$ cat config.mk
export PLATFORM = sky130hd
export DESIGN_NAME = rim_alias_map
export DESIGN_NICKNAME = d
export VERILOG_FILES = /design/src/rim_pkg.sv /design/src/rim_alias_map.sv /design/src/rim_port_bank.sv /design/src/rim_alias_decode.sv
export VERILOG_INCLUDE_DIRS = /design/src
export SDC_FILE = /design/constraint.sdc
export NUM_CORES = 1
export LEC_CHECK = 0
export BUFFER_PORTS_ARGS = -buffer_cell sky130_fd_sc_hd__clkbuf_2
export CELL_PAD_IN_SITES_DETAIL_PLACEMENT = 1
export CELL_PAD_IN_SITES_GLOBAL_PLACEMENT = 2
export CORE_MARGIN = 2
export CORE_UTILIZATION = 34
export CTS_BUF_LIST = sky130_fd_sc_hd__clkbuf_8
export DETAILED_ROUTE_END_ITERATION = 16
export HOLD_SLACK_MARGIN = 0.05
export PLACE_DENSITY_LB_ADDON = 0.25
export SLEW_MARGIN = 15
export SYNTH_ARGS = -nofsm -noshare
export SYNTH_HDL_FRONTEND = slang
export SYNTH_SLANG_ARGS = --single-unit
$ cat constraint.sdc
create_clock -name clk_i -period 2.9 [get_ports clk_i]
set_clock_uncertainty 0.1 [all_clocks]
set_input_delay 0.145 -clock clk_i [delete_from_list [all_inputs] [get_ports clk_i]]
set_output_delay 0.145 -clock clk_i [all_outputs]
set_load 0.1 [all_outputs]
$ cat src/rim_consts.svh
`ifndef RIM_CONSTS_SVH
`define RIM_CONSTS_SVH

// Register offsets on the local register port
`define RIM_OFS_PORT_SEL      8'h4C
`define RIM_OFS_FWD_CTL       8'h59
`define RIM_OFS_FWD_SPARE     8'h5A
`define RIM_OFS_SER_ADDR      8'h5B
`define RIM_OFS_SER_ALIAS     8'h5C
`define RIM_OFS_TGT0          8'h5D
`define RIM_OFS_TGT1          8'h5E

// Field positions
`define RIM_BIT_OVERRIDE      7
`define RIM_BIT_LOCK          0
`define RIM_BIT_AUTOACK       0
`define RIM_ADDR_HI           7
`define RIM_ADDR_LO           1
`define RIM_GPIO_HI           1
`define RIM_GPIO_LO           0
`define RIM_PSEL_HI           1

// Reset values
`define RIM_RST_FWD_CTL       8'h00
`define RIM_RST_SER_ADDR      8'h00
`define RIM_RST_SER_ALIAS     8'h00
`define RIM_RST_TGT           8'h00
`define RIM_RST_PORT_SEL      8'h00

// Alias value that switches a decode off
`define RIM_ALIAS_OFF         7'h00

// Latency of the registered forwarding result, in cycles
`define RIM_FWD_LATENCY       1

`endif

$ cat src/rim_pkg.sv
package rim_pkg;

  // Seven-bit I2C address
  typedef logic [6:0] rim_addr7_t;

  // Register data byte
  typedef logic [7:0] rim_byte_t;

  // Kind of decode hit for a local I2C address
  typedef enum logic [1:0] {
    RIM_HIT_NONE = 2'b00,
    RIM_HIT_SER  = 2'b01,
    RIM_HIT_T0   = 2'b10,
    RIM_HIT_T1   = 2'b11
  } rim_hit_e;

  // Forward GPIO count code to a thermometer enable mask
  function automatic logic [3:0] rim_gpio_decode(input logic [1:0] code);
    logic [3:0] m;
    m = 4'h0;
    unique case (code)
      2'b00: m = 4'h0; // see RULE3
      2'b01: m = 4'h1;
      2'b10: m = 4'h3;
      2'b11: m = 4'hF;
    endcase
    return m;
  endfunction

endpackage

$ cat src/rim_alias_map.sv
`timescale 1ns/1ps
`include "rim_consts.svh"

// What this block does
// RULE1 - Override set stops forward loads of control
// RULE2 - Override clear lets forward data load control
// RULE3 - GPIO count codes give none, one, two, four
// RULE4 - GPIO count writable locally only under override
// RULE5 - Serializer address auto-loads from forward channel
// RULE6 - Address lock keeps software-written serializer address
// RULE7 - Serializer alias match marks remote transaction
// RULE8 - Zero serializer alias disables that decode
// RULE9 - Auto-ack acknowledges every remote serializer write
// RULE10 - Target zero alias remapped to physical address
// RULE11 - Target one alias remapped to physical address
// RULE12 - Separate register copy per port, selected
// RULE13 - Forward only while port pass-through enabled
// RULE14 - Reserved bits read zero, writes ignored
module rim_alias_map
  import rim_pkg::*;
#(
  parameter int NPORTS = 4
)(
  // Clock and reset
  input  wire logic                              clk_i,
  input  wire logic                              rst_i,
  // Local register port from the I2C target engine
  input  wire logic                              reg_wr_i,
  input  wire logic                              reg_rd_i,
  input  wire rim_pkg::rim_byte_t                reg_addr_i,
  input  wire rim_pkg::rim_byte_t                reg_wdata_i,
  output rim_pkg::rim_byte_t                     reg_rdata_o,
  output logic                                   reg_rvalid_o,
  // Forward channel loads, one strobe per port
  input  wire logic [NPORTS-1:0]                 fc_load_i,
  input  wire logic [NPORTS-1:0][1:0]            fc_gpio_i,
  input  wire rim_pkg::rim_addr7_t [NPORTS-1:0]  fc_remote_ser_address_i,
  // Per-port pass-through enable and target aliases from elsewhere
  input  wire logic [NPORTS-1:0]                 pass_en_i,
  input  wire rim_pkg::rim_addr7_t [NPORTS-1:0]  tgt0_alias_i,
  input  wire rim_pkg::rim_addr7_t [NPORTS-1:0]  tgt1_alias_i,
  // Local I2C address decode request
  input  wire logic                              dec_valid_i,
  input  wire logic                              dec_write_i,
  input  wire rim_pkg::rim_addr7_t               dec_addr_i,
  // Decode result towards the control channel
  output logic                                   fwd_valid_o,
  output rim_pkg::rim_hit_e                      fwd_kind_o,
  output logic [1:0]                             fwd_port_o,
  output rim_pkg::rim_addr7_t                    fwd_addr_o,
  output logic                                   fwd_autoack_o,
  // Forward GPIO enables per port
  output logic [NPORTS-1:0][3:0]                 gpio_en_o
);
  import rim_pkg::*;

  // Port select reset byte, cut to the two bits that are kept
  localparam rim_byte_t RST_PSEL = `RIM_RST_PORT_SEL;

  // Port select holds two bits, so at most four ports can be reached
  if (NPORTS < 1 || NPORTS > 4) begin : g_bad_nports
    $error("NPORTS must be 1 to 4");
  end

  // Port select register, low bits pick the bank
  logic [1:0]  port_sel_reg;
  // Per-port register state gathered from the banks
  rim_byte_t   bank_rd      [NPORTS];
  logic        bank_override[NPORTS];
  logic [NPORTS-1:0][1:0] bank_gpio;
  rim_addr7_t [NPORTS-1:0] bank_ser_addr;
  rim_addr7_t [NPORTS-1:0] bank_alias;
  rim_addr7_t [NPORTS-1:0] bank_tgt0;
  rim_addr7_t [NPORTS-1:0] bank_tgt1;
  logic [NPORTS-1:0] bank_autoack;
  logic [NPORTS-1:0] bank_lock;
  // Combinational decoder result
  rim_hit_e    dec_kind;
  logic [1:0]  dec_port;
  rim_addr7_t  dec_map;
  logic        dec_pass;

  // Port select register write
  always_ff @(posedge clk_i) begin
    if (rst_i) begin
      port_sel_reg <= RST_PSEL[`RIM_PSEL_HI:0];
    end else if (reg_wr_i && reg_addr_i == `RIM_OFS_PORT_SEL) begin
      port_sel_reg <= reg_wdata_i[`RIM_PSEL_HI:0]; // see RULE12
    end
  end

  // One bank per receive port; only the selected one takes a write
  for (genvar p = 0; p < NPORTS; p++) begin : g_bank
    rim_port_bank u_bank (
      .clk_i        (clk_i),
      .rst_i        (rst_i),
      .wr_en_i      (reg_wr_i && port_sel_reg == 2'(p)), // see RULE12
      .wr_addr_i    (reg_addr_i),
      .wr_data_i    (reg_wdata_i),
      .rd_addr_i    (reg_addr_i),
      .rd_data_o    (bank_rd[p]),
      .fc_load_i    (fc_load_i[p]),
      .fc_gpio_i    (fc_gpio_i[p]),
      .fc_remote_ser_address_i  (fc_remote_ser_address_i[p]),
      .override_o   (bank_override[p]),
      .gpio_count_o (bank_gpio[p]),
      .ser_addr_o   (bank_ser_addr[p]),
      .lock_o       (bank_lock[p]),
      .ser_alias_o  (bank_alias[p]),
      .autoack_o    (bank_autoack[p]),
      .tgt0_o       (bank_tgt0[p]),
      .tgt1_o       (bank_tgt1[p])
    );
  end

  // Read data lands one cycle after the read strobe
  always_ff @(posedge clk_i) begin
    if (rst_i) begin
      reg_rdata_o  <= 8'h00;
      reg_rvalid_o <= 1'b0;
    end else begin
      reg_rvalid_o <= reg_rd_i;
      if (!reg_rd_i) begin
        reg_rdata_o <= reg_rdata_o;
      end else if (reg_addr_i == `RIM_OFS_PORT_SEL) begin
        reg_rdata_o <= {6'h00, port_sel_reg};
      end else begin
        reg_rdata_o <= bank_rd[port_sel_reg]; // see RULE12
      end
    end
  end

  // Alias decoder across every port
  rim_alias_decode #(
    .NPORTS (NPORTS)
  ) u_decode (
    .addr_i       (dec_addr_i),
    .ser_alias_i  (bank_alias),
    .ser_addr_i   (bank_ser_addr),
    .tgt0_alias_i (tgt0_alias_i),
    .tgt1_alias_i (tgt1_alias_i),
    .tgt0_i       (bank_tgt0),
    .tgt1_i       (bank_tgt1),
    .kind_o       (dec_kind),
    .port_o       (dec_port),
    .addr_o       (dec_map)
  );

  // A hit only goes out while its port passes traffic through
  assign dec_pass = pass_en_i[dec_port];

  // Registered decode result; kind, port and address held until the next request, valid and auto-ack clear after one cycle
  always_ff @(posedge clk_i) begin
    if (rst_i) begin
      fwd_valid_o   <= 1'b0;
      fwd_kind_o    <= RIM_HIT_NONE;
      fwd_port_o    <= 2'h0;
      fwd_addr_o    <= 7'h00;
      fwd_autoack_o <= 1'b0;
    end else if (dec_valid_i) begin
      fwd_valid_o   <= dec_kind != RIM_HIT_NONE && dec_pass; // see RULE13
      fwd_kind_o    <= dec_kind;
      fwd_port_o    <= dec_port;
      fwd_addr_o    <= dec_map; // see RULE10 see RULE11
      // Auto-ack ignores lock state and the remote acknowledge
      fwd_autoack_o <= dec_kind == RIM_HIT_SER && dec_write_i &&
                       bank_autoack[dec_port]; // see RULE9
    end else begin
      fwd_valid_o   <= 1'b0;
      fwd_autoack_o <= 1'b0;
    end
  end

  // Forward GPIO enables follow each port's count code
  always_ff @(posedge clk_i) begin
    if (rst_i) begin
      gpio_en_o <= '0;
    end else begin
      for (int p = 0; p < NPORTS; p++) begin
        gpio_en_o[p] <= rim_gpio_decode(bank_gpio[p]); // see RULE3
      end
    end
  end
endmodule

$ cat src/rim_port_bank.sv
`timescale 1ns/1ps
`include "rim_consts.svh"

module rim_port_bank
  import rim_pkg::*;
(
  // Clock and reset
  input  wire logic              clk_i,
  input  wire logic              rst_i,
  // Local write port, already gated by port select
  input  wire logic              wr_en_i,
  input  wire rim_pkg::rim_byte_t wr_addr_i,
  input  wire rim_pkg::rim_byte_t wr_data_i,
  // Read address, combinational data back
  input  wire rim_pkg::rim_byte_t rd_addr_i,
  output rim_pkg::rim_byte_t     rd_data_o,
  // Forward channel load from the remote serializer
  input  wire logic              fc_load_i,
  input  wire logic [1:0]        fc_gpio_i,
  input  wire rim_pkg::rim_addr7_t fc_remote_ser_address_i,
  // Register state to the decoder
  output logic                   override_o,
  output logic [1:0]             gpio_count_o,
  output rim_pkg::rim_addr7_t    ser_addr_o,
  output logic                   lock_o,
  output rim_pkg::rim_addr7_t    ser_alias_o,
  output logic                   autoack_o,
  output rim_pkg::rim_addr7_t    tgt0_o,
  output rim_pkg::rim_addr7_t    tgt1_o
);
  import rim_pkg::*;

  // Reset bytes, taken apart into fields by part-select
  localparam rim_byte_t RST_CTL   = `RIM_RST_FWD_CTL;
  localparam rim_byte_t RST_SER   = `RIM_RST_SER_ADDR;
  localparam rim_byte_t RST_ALIAS = `RIM_RST_SER_ALIAS;
  localparam rim_byte_t RST_TGT   = `RIM_RST_TGT;

  logic wr_ctl;   // Write hits forward path control
  logic wr_ser;   // Write hits serializer address
  assign wr_ctl = wr_en_i && (wr_addr_i == `RIM_OFS_FWD_CTL);
  assign wr_ser = wr_en_i && (wr_addr_i == `RIM_OFS_SER_ADDR);

  // Override bit: always writable locally
  always_ff @(posedge clk_i) begin
    if (rst_i) begin
      override_o <= RST_CTL[`RIM_BIT_OVERRIDE];
    end else if (wr_ctl) begin
      override_o <= wr_data_i[`RIM_BIT_OVERRIDE];
    end
  end

  // GPIO count: local write only under override, else forward channel
  // Local write beats a same-cycle load so software is never undone
  always_ff @(posedge clk_i) begin
    if (rst_i) begin
      gpio_count_o <= 2'h0;
    end else if (wr_ctl && override_o) begin
      gpio_count_o <= wr_data_i[`RIM_GPIO_HI:`RIM_GPIO_LO]; // see RULE4
    end else if (fc_load_i && !override_o) begin
      gpio_count_o <= fc_gpio_i; // see RULE2
    end // Override set: forward data dropped, see RULE1
  end

  // Serializer address and lock bit
  always_ff @(posedge clk_i) begin
    if (rst_i) begin
      ser_addr_o <= RST_SER[`RIM_ADDR_HI:`RIM_ADDR_LO];
      lock_o     <= RST_SER[`RIM_BIT_LOCK];
    end else if (wr_ser) begin
      ser_addr_o <= wr_data_i[`RIM_ADDR_HI:`RIM_ADDR_LO];
      lock_o     <= wr_data_i[`RIM_BIT_LOCK];
    end else if (fc_load_i && !lock_o) begin
      ser_addr_o <= fc_remote_ser_address_i; // see RULE5 see RULE6
    end
  end

  // Alias, auto-ack and target physical addresses: plain storage
  always_ff @(posedge clk_i) begin
    if (rst_i) begin
      ser_alias_o <= RST_ALIAS[`RIM_ADDR_HI:`RIM_ADDR_LO];
      autoack_o   <= RST_ALIAS[`RIM_BIT_AUTOACK];
      tgt0_o      <= RST_TGT[`RIM_ADDR_HI:`RIM_ADDR_LO];
      tgt1_o      <= RST_TGT[`RIM_ADDR_HI:`RIM_ADDR_LO];
    end else if (wr_en_i) begin
      unique case (wr_addr_i)
        `RIM_OFS_SER_ALIAS: begin
          ser_alias_o <= wr_data_i[`RIM_ADDR_HI:`RIM_ADDR_LO];
          autoack_o   <= wr_data_i[`RIM_BIT_AUTOACK];
        end
        `RIM_OFS_TGT0: tgt0_o <= wr_data_i[`RIM_ADDR_HI:`RIM_ADDR_LO];
        `RIM_OFS_TGT1: tgt1_o <= wr_data_i[`RIM_ADDR_HI:`RIM_ADDR_LO];
        default: ; // Spare and reserved bits ignored, see RULE14
      endcase
    end
  end

  // Read mux; reserved bits and the spare register read zero
  always_comb begin
    rd_data_o = 8'h00;
    unique case (rd_addr_i)
      `RIM_OFS_FWD_CTL:   rd_data_o = {override_o, 5'h00, gpio_count_o};
      `RIM_OFS_SER_ADDR:  rd_data_o = {ser_addr_o, lock_o};
      `RIM_OFS_SER_ALIAS: rd_data_o = {ser_alias_o, autoack_o};
      `RIM_OFS_TGT0:      rd_data_o = {tgt0_o, 1'b0};
      `RIM_OFS_TGT1:      rd_data_o = {tgt1_o, 1'b0};
      default:            rd_data_o = 8'h00; // see RULE14
    endcase
  end
endmodule

$ cat src/rim_alias_decode.sv
`timescale 1ns/1ps
`include "rim_consts.svh"

module rim_alias_decode
  import rim_pkg::*;
#(
  parameter int NPORTS = 4
)(
  // Address under decode
  input  wire rim_pkg::rim_addr7_t               addr_i,
  // Per-port alias and mapping state
  input  wire rim_pkg::rim_addr7_t [NPORTS-1:0]  ser_alias_i,
  input  wire rim_pkg::rim_addr7_t [NPORTS-1:0]  ser_addr_i,
  input  wire rim_pkg::rim_addr7_t [NPORTS-1:0]  tgt0_alias_i,
  input  wire rim_pkg::rim_addr7_t [NPORTS-1:0]  tgt1_alias_i,
  input  wire rim_pkg::rim_addr7_t [NPORTS-1:0]  tgt0_i,
  input  wire rim_pkg::rim_addr7_t [NPORTS-1:0]  tgt1_i,
  // Result
  output rim_pkg::rim_hit_e                      kind_o,
  output logic [1:0]                             port_o,
  output rim_pkg::rim_addr7_t                    addr_o
);
  import rim_pkg::*;

  // Lowest port wins when two ports carry the same alias; software
  // should keep aliases unique, this only makes the outcome defined
  always_comb begin
    kind_o = RIM_HIT_NONE;
    port_o = 2'h0;
    addr_o = 7'h00;
    for (int p = NPORTS - 1; p >= 0; p--) begin
      if (ser_alias_i[p] != `RIM_ALIAS_OFF && addr_i == ser_alias_i[p]) begin
        kind_o = RIM_HIT_SER; // see RULE7 see RULE8
        port_o = 2'(p);
        addr_o = ser_addr_i[p];
      end else if (tgt0_alias_i[p] != `RIM_ALIAS_OFF &&
                   addr_i == tgt0_alias_i[p]) begin
        kind_o = RIM_HIT_T0;
        port_o = 2'(p);
        addr_o = tgt0_i[p]; // see RULE10
      end else if (tgt1_alias_i[p] != `RIM_ALIAS_OFF &&
                   addr_i == tgt1_alias_i[p]) begin
        kind_o = RIM_HIT_T1;
        port_o = 2'(p);
        addr_o = tgt1_i[p]; // see RULE11
      end
    end
  end

endmodule

==> impl_summary.txt, run 1 <==
----------------------------------------------------
[Status]
  Status ... finished, final reports clean

[Detailed routing]
  Total via count in the routed design ... 11.25k
  Detail Route Antenna Nets ... 0
  DR WL/cell ... 24.58 um
  Avg Vias per Cell ... 6.022
  Detailed-route wire length ... 45920 um
  Post-detailed-route DRC marker count ... 0
  Iteration-0 DRC Markers ... 1003
  Count of TritonRoute iterations in the first routing pass ... 6

[Setup path]
  Crit. End Element ... flip-flop
  Arrival @ worst endpoint ... 2.85 ns
  Critical path data required time ... 3.17 ns
  Crit start category ... flip-flop
  Largest fanout of any net on the critical path ... 5
  Crit Path Category ... flip-flop to flip-flop

[Synth]
  Share of synthesized flip-flops with an asynchronous set or reset ... 0%
  Number of distinct library cell variants in the gate-level netlist after synthesis ... 69
  Commonest cells in the synthesized netlist ... 168 x sky130_fd_sc_hd__dfxtp_1, 166 x sky130_fd_sc_hd__nand2_1, 126 x sky130_fd_sc_hd__a21oi_1
  Number of synthesized flops with an enable pin ... 0
  Average size of a mapped cell ... 7.742 um^2
  Share of the synthesized area in the top cell type ... 33.47%
  Total of flip-flops plus latches after synthesis ... 168
  Synthesis warning total ... 0
  Yosys top cell by area ... sky130_fd_sc_hd__dfxtp_1
  Mapped Nets ... 1427
  Dominant cells by area after synthesis ... sky130_fd_sc_hd__dfxtp_1 33%, sky130_fd_sc_hd__a21oi_1 6.3%, sky130_fd_sc_hd__nand2_1 6.2%
  Synthesized area ... 10050 um^2
  Synthesized instance count ... 1298
  Sequential area share after synthesis ... 33.47%
  Count leader, synth ... sky130_fd_sc_hd__dfxtp_1
  Most common flop cell mapped by yosys ... sky130_fd_sc_hd__dfxtp_1

[Final layout]
  Layout cells sized above 1 ... 19.41%
  Fin area ... 12220 um^2
  Number of nets in the finished design ... 1600
  Final Util ... 42.25%
  Area added between synthesis and finish ... 21.64%
  Antenna diode instance count ... 0

[Power]
  PwrDens ... 414.3 nW/um^2
  Part of the power in registers ... 47.4%
  Maximum resistive drop on vdd ... 0.2523 mV
  Power consumption ... 5.065 mW
  Static leakage ... 4.390 nW
  Internal portion of total power ... 3.395 mW
  Total net switching power ... 1.670 mW
  Proportion of total power due to net switching ... 32.96%
  Share of total power in combinational logic ... 15.7%
  Part of the total power dissipated in the clock network ... 36.9%

[STA]
  Final period utilization ... 88.90%
  Setup repair after global routing missed its margin ... no
  Hold Vio Cnt, Final ... 0
  Shortest clock period the worst path allows after layout ... 2.578 ns
  Post-route worst hold slack ... 0.06526 ns
  Final Setup Violations ... 0
  Measured slew at the worst slew-check pin ... 0.9741 ns
  Number of pins with negative max-slew slack in the final report ... 0
  Highest achievable clock rate ... 0.3879 GHz
  Setup TNS ... 0 ns
  Max-slew headroom ... 34.93%

[Global route]
  Global-route wire length before repair ... 68800 um
  Vias in the first global route ... 11.09k
  Number of antenna violations at the first check in global routing ... 1
  Grt total ovfl ... 0
  Maximum number of pins on one net before global-route repair ... 65
  Aggregate global-route resource usage ... 29.54%

[Flow run]
  # Max-Cap Violations ... 0

[Clocking]
  Clock tree from TritonCTS ... done
  Clock transition at the registers of the reported paths ... 0.11 ns
  Worst-skew pair later-pin latency ... 0.49 ns
  Root buffer cell ... sky130_fd_sc_hd__clkbuf_8
  Maximum buffer depth of the clock tree ... 2
  Cts repair resizes ... 0
  H-tree depth ... 4
  Total CTS buffers ... 17
  Total setup buffers inserted after CTS ... 0
  Clock net sink count ... 168

[Place]
  Number of buffer cells added on primary ports ... 166
  HPWL after DPL ... 34220 um
  Cell Area, Placed ... 11290 um^2
  Routability congestion estimate ... 0.9053

[Floorplan]
  Effective utilization at floorplan ... 34.73%
  Area of the die ... 30950 um^2
  Die Span Y ... 175.9 um
  Chip width ... 175.9 um
  Number of standard-cell rows in the floorplan ... 62
  Number of I/O pins ... 167
  Placeable core region ... 28940 um^2

[Worst hold path]
  Worst hold path class ... input pin to flip-flop

----------------------------------------------------
[layer usage]
| metal | GRT usage [%] | vias up | wire, um |
|---|---|---|---|
| met4 | 9.676 | 0 | 1368 |
| met2 | 48.49 | 416 | 21260 |
| met5 | 0 | - | 0 |
| met1 | 40.21 | 5623 | 20420 |
| li1 | - | 5142 | - |
| met3 | 3.680 | 69 | 2871 |
[worst paths after layout]
path | to | cells after the start | slack, ns | start
min reg2reg | fwd_port_o[0] | 2 | 0.37 | fwd_port_o[0]
max reg2reg | fwd_addr_o[4] | 7 | 0.32 | g_bank[1].u_bank.ser_alias_o[0]
min | g_bank[2].u_bank.gpio_count_o[0] | 4 | 0.07 | fc_load_i[2]
max | fwd_addr_o[4] | 7 | 0.32 | g_bank[1].u_bank.ser_alias_o[0]
[metrics by stage]
step	worst slack, ns	instances
floorplan	0.7310	1298
global route	0.06522	1868
finish	0.3218	1868
global placement	0.3536	1786
CTS	0.3614	1868
detailed placement	0.2808	1786
[power by group through the flow]
stage / registers, mW / logic (mW) / clock network (mW)
after floorplan: 2.52 / 0.378 / 0
after global placement: 2.45 / 0.720 / 0
after detailed placement: 2.45 / 0.730 / 0
after CTS: 2.40 / 0.788 / 1.90
after global routing: 2.41 / 0.849 / 1.99
final: 2.40 / 0.793 / 1.87
[cells by family (layout without fill, tap and decap cells)]
logic type,Yosys count,after routing,share of synthesized area [%]
simple gates,562,562,27.29
compound gates,322,322,22.93
flops,168,168,33.47
buf+inv,137,323,5.963
xor+xnor,72,72,6.648
mux,37,37,3.698
[area by class of cell]
type                            count  area [um^2]
Timing Repair Buffer              272         1767
Clock inverter                     14        182.7
Clock buffer                       18        247.7
Tap cell                          384        480.5
Inverter                           19        71.32
Sequential cell                   168         3363
Multi-Input combinational cell    993         6112
Fill cell                        3578        16710
[layout by cell type (no fill, tap or decap), drive strengths merged, types with 10 or more instances in the layout]
cell	count
o211ai	16
nand4	99
buf	57
inv	23
a211oi	52
xnor2	54
nor3	26
clkbuf	183
nor2b	20
nor4	16
xor2	18
a221o	14
o21ai	18
nand3	114
dfxtp	168
o22ai	15
dlygate4sd3	50
a2111oi	15
nor2	96
a211o	17
a311oi	10
nand2	167
a21oi	126
mux2i	36
a221oi	11
[critical path, stage by stage (launching register included)]
cell and delay (ns):
sky130_fd_sc_hd__dfxtp_1 0.51, sky130_fd_sc_hd__nor4_1 0.11, sky130_fd_sc_hd__a211o_1 0.34, sky130_fd_sc_hd__a2111o_1 0.54, sky130_fd_sc_hd__nand3_1 0.24, sky130_fd_sc_hd__nor2_1 0.08
sky130_fd_sc_hd__a221o_1 0.35, sky130_fd_sc_hd__a32o_1 0.21
[timing repair]
item | 4_1_cts | 5_1_grt
hold buffers | 50 | 0
setup endpoints to repair | 0 | 0
hold endpoints to repair | 53 | 0
Note: power is estimated with default switching activity, not from simulation.
==> run 2, diff against run 1 <==
--- a/config.mk
+++ b/config.mk
@@ -6,11 +6,12 @@
 export SDC_FILE = /design/constraint.sdc
 export NUM_CORES = 1
 export LEC_CHECK = 0
+export ABC_AREA = 1
 export BUFFER_PORTS_ARGS = -buffer_cell sky130_fd_sc_hd__clkbuf_2
 export CELL_PAD_IN_SITES_DETAIL_PLACEMENT = 1
 export CELL_PAD_IN_SITES_GLOBAL_PLACEMENT = 2
 export CORE_MARGIN = 2
-export CORE_UTILIZATION = 34
+export CORE_UTILIZATION = 31
 export CTS_BUF_LIST = sky130_fd_sc_hd__clkbuf_8
 export DETAILED_ROUTE_END_ITERATION = 16
 export HOLD_SLACK_MARGIN = 0.05
==> impl_summary.txt, run 2 <==
----------------------------------------------------
[Final layout]
  Antenna diode instance count ... 0 (unchanged)
  Fin cells ... 2212 (+18%)
  Number of nets in the finished design ... 1926 (+20%)
  Leading cell types in the layout, fill and taps excluded ... 429 x sky130_fd_sc_hd__nand2_1, 175 x sky130_fd_sc_hd__o21ai_0, 168 x sky130_fd_sc_hd__dfxtp_1
  Most frequent standard cell in the layout excluding fill and tap cells ... sky130_fd_sc_hd__nand2_1
  Area added between synthesis and finish ... 23.18%
  Layout cells sized above 1 ... 16.24% (-3.2 points)
  Fin area ... 12370 um^2 (+1.2%)

[Global route]
  Aggregate global-route resource usage ... 25.65% (-3.9 points)
  Global-route wire length before repair ... 65980 um (-4.1%)
  Maximum number of pins on one net before global-route repair ... 95 (+46%)
  Grt total ovfl ... 0 (unchanged)
  Vias in the first global route ... 11.29k (+1.9%)
  Number of antenna violations at the first check in global routing ... 1 (unchanged)

[Clocking]
  Clock net sink count ... 168 (unchanged)
  Total CTS buffers ... 17 (unchanged)
  Maximum buffer depth of the clock tree ... 2 (unchanged)
  Root buffer cell ... sky130_fd_sc_hd__clkbuf_8
  Clock tree from TritonCTS ... done
  H-tree depth ... 4 (unchanged)
  Clock transition at the registers of the reported paths ... 0.09 ns (-0.02 ns)
  Worst-skew pair later-pin latency ... 0.49 ns (about the same)

[Synth]
  Average size of a mapped cell ... 6.316 um^2 (-18%)
  Synthesized instance count ... 1590 (+22%)
  Count leader, synth ... sky130_fd_sc_hd__nand2_1
  Synthesis warning total ... 0 (unchanged)
  Dominant cells by area after synthesis ... sky130_fd_sc_hd__dfxtp_1 33%, sky130_fd_sc_hd__nand2_1 16%, sky130_fd_sc_hd__o21ai_0 8.7%
  Synthesized area ... 10040 um^2 (about the same)
  Number of distinct library cell variants in the gate-level netlist after synthesis ... 46 (-33%)
  Commonest cells in the synthesized netlist ... 429 x sky130_fd_sc_hd__nand2_1, 175 x sky130_fd_sc_hd__o21ai_0, 168 x sky130_fd_sc_hd__dfxtp_1
  Most common flop cell mapped by yosys ... sky130_fd_sc_hd__dfxtp_1
  Yosys top cell by area ... sky130_fd_sc_hd__dfxtp_1
  Number of synthesized flops with an enable pin ... 0 (unchanged)
  Share of synthesized flip-flops with an asynchronous set or reset ... 0% (unchanged)
  Share of the synthesized area in the top cell type ... 33.49% (about the same)
  Sequential area share after synthesis ... 33.49% (about the same)
  Total of flip-flops plus latches after synthesis ... 168 (unchanged)
  Mapped Nets ... 1719 (+20%)

[Setup path]
  Crit. End Element ... flip-flop
  Worst setup path startpoint ... g_bank[3].u_bank.ser_alias_o[2]
  Critical path data required time ... 3.18 ns (about the same)
  Crit start category ... flip-flop
  Largest fanout of any net on the critical path ... 17 (+12)
  Arrival @ worst endpoint ... 2.98 ns (+0.13 ns)
  FF-to-FF Start ... g_bank[3].u_bank.ser_alias_o[2]
  Crit Path Category ... flip-flop to flip-flop

[Power]
  PwrDens ... 402.7 nW/um^2 (-2.8%)
  Power consumption ... 4.981 mW (-1.6%)
  Static leakage ... 5.351 nW (+22%)
  Maximum resistive drop on vdd ... 0.2072 mV (-18%)

[Detailed routing]
  Count of TritonRoute iterations in the first routing pass ... 5 (-1)
  DR WL/cell ... 19.43 um (-21%)
  Iteration-0 DRC Markers ... 739 (-26%)
  Detail Route Antenna Nets ... 0 (unchanged)
  Avg Vias per Cell ... 5.199 (-14%)
  Post-detailed-route DRC marker count ... 0 (unchanged)
  Total via count in the routed design ... 11.50k (+2.2%)
  Detailed-route wire length ... 42970 um (-6.4%)

[STA]
  Shortest clock period the worst path allows after layout ... 2.699 ns (+0.1213 ns)
  Number of pins with negative max-slew slack in the final report ... 0 (unchanged)
  Measured slew at the worst slew-check pin ... 0.6911 ns (-0.2829 ns)
  Final period utilization ... 93.09% (+4.2 points)
  Max-slew headroom ... 53.92% (+19 points)
  Setup repair after global routing missed its margin ... no
  Highest achievable clock rate ... 0.3704 GHz (-4.5%)
  Worst Setup Slack, final ... 0.2005 ns (-0.1213 ns)
  Hold Vio Cnt, Final ... 0 (unchanged)
  Final Setup Violations ... 0 (unchanged)
  Setup TNS ... 0 ns (unchanged)

[Place]
  Routability congestion estimate ... 0.8721 (-3.7%)
  HPWL after DPL ... 31550 um (-7.8%)
  Post-Place Worst Slack ... 0.4769 ns (+0.1961 ns)
  Cell Area, Placed ... 11230 um^2 (-0.54%)
  Cell Count Post-Placement ... 2111 (+18%)
  Number of buffer cells added on primary ports ... 166 (unchanged)

[Floorplan]
  Area of the die ... 33850 um^2 (+9.4%)
  Placeable core region ... 31720 um^2 (+9.6%)
  Number of standard-cell rows in the floorplan ... 65 (+4.8%)
  Die Span Y ... 184.0 um (+4.6%)
  Number of I/O pins ... 167 (unchanged)
  Effective utilization at floorplan ... 31.66% (-3.1 points)
  Chip width ... 184.0 um (+4.6%)

[Status]
  Status ... finished, final reports clean

[Worst hold path]
  Worst hold path class ... input pin to flip-flop
  Hold Path Origin ... fc_load_i[3]

[Flow run]
  # Max-Cap Violations ... 0 (unchanged)

----------------------------------------------------
## run 2: layout make-up
type,instances,area (um^2)
Timing Repair Buffer,271,1812
Clock inverter,11,120.1
Clock buffer,21,289.0
Tap cell,402,503.0
Sequential cell,168,3363
Multi-Input combinational cell,1163,5619
Inverter,176,663.1
Fill cell,4223,19350
## run 2: cells by family after synthesis
| kind of cell | Yosys count | share of synthesized area, % |
|---|---|---|
| and+or+nand+nor | 708 | 30.06 |
| xor gates and xnor gates | 25 | 2.180 |
| AOI/OAI and AO/OA | 430 | 23.31 |
| buffers and inverters | 259 | 10.95 |
| DFF | 168 | 33.49 |
## run 2: final timing paths
kind / end / slack (ns) / depth (start not counted)
max reg2reg: fwd_autoack_o / 0.20 / 16
min reg2reg: gpio_en_o[10] / 0.37 / 2
min: g_bank[3].u_bank.ser_addr_o[5] / 0.08 / 4
max: fwd_autoack_o / 0.20 / 16
## run 2: critical path, cell delays in order, from the launching register on
cell	delay (ns)
sky130_fd_sc_hd__dfxtp_1	0.34
sky130_fd_sc_hd__inv_1	0.11
sky130_fd_sc_hd__nand2_1	0.08
sky130_fd_sc_hd__o21ai_0	0.09
sky130_fd_sc_hd__nor3_2	0.26
sky130_fd_sc_hd__nand3_4	0.22
sky130_fd_sc_hd__nand3_2	0.13
sky130_fd_sc_hd__nand2_1	0.13
sky130_fd_sc_hd__nand2_2	0.15
sky130_fd_sc_hd__nand2_4	0.08
sky130_fd_sc_hd__nand2_1	0.07
sky130_fd_sc_hd__nand3_1	0.07
sky130_fd_sc_hd__nand2_1	0.07
sky130_fd_sc_hd__inv_1	0.03
sky130_fd_sc_hd__nand2_1	0.06
sky130_fd_sc_hd__nor2_1	0.04
sky130_fd_sc_hd__dlygate4sd3_1	0.55
## run 2: stage by stage
stage               util (%)  hold WS, ns
CTS                    38.82      0.05056
floorplan                  -       0.2048
finish                 39.00      0.07596
global placement       35.41       0.3051
detailed placement     35.41       0.3032
global route           39.00       0.1268
## run 2: report_power, final
group	switching, mW	leakage [nW]	internal, mW
sequential	0.0393	1.36	2.35
combinational	0.515	3.78	0.269
clock	0.950	0.204	0.855
## run 2: routing by layer
| metal | global-route usage (%) | up-vias | part of all wire [%] | wire, um |
|---|---|---|---|---|
| met5 | 0 | - | 0 | 0 |
| met4 | 6.848 | 0 | 1.8 | 765 |
| met3 | 3.189 | 48 | 5.3 | 2274 |
| met2 | 42.52 | 311 | 46 | 19630 |
| met1 | 35.09 | 5484 | 47 | 20300 |
| li1 | - | 5657 | - | - |
## run 2: what timing repair did
| item | 4_1_cts | 5_1_grt |
|---|---|---|
| buffers inserted | 0 | 2 |
| endpoints found under the hold margin | 59 | 0 |
| endpoints found under the setup margin | 0 | 10 |
| resized for setup | 0 | 11 |
| hold buffers | 67 | 0 |
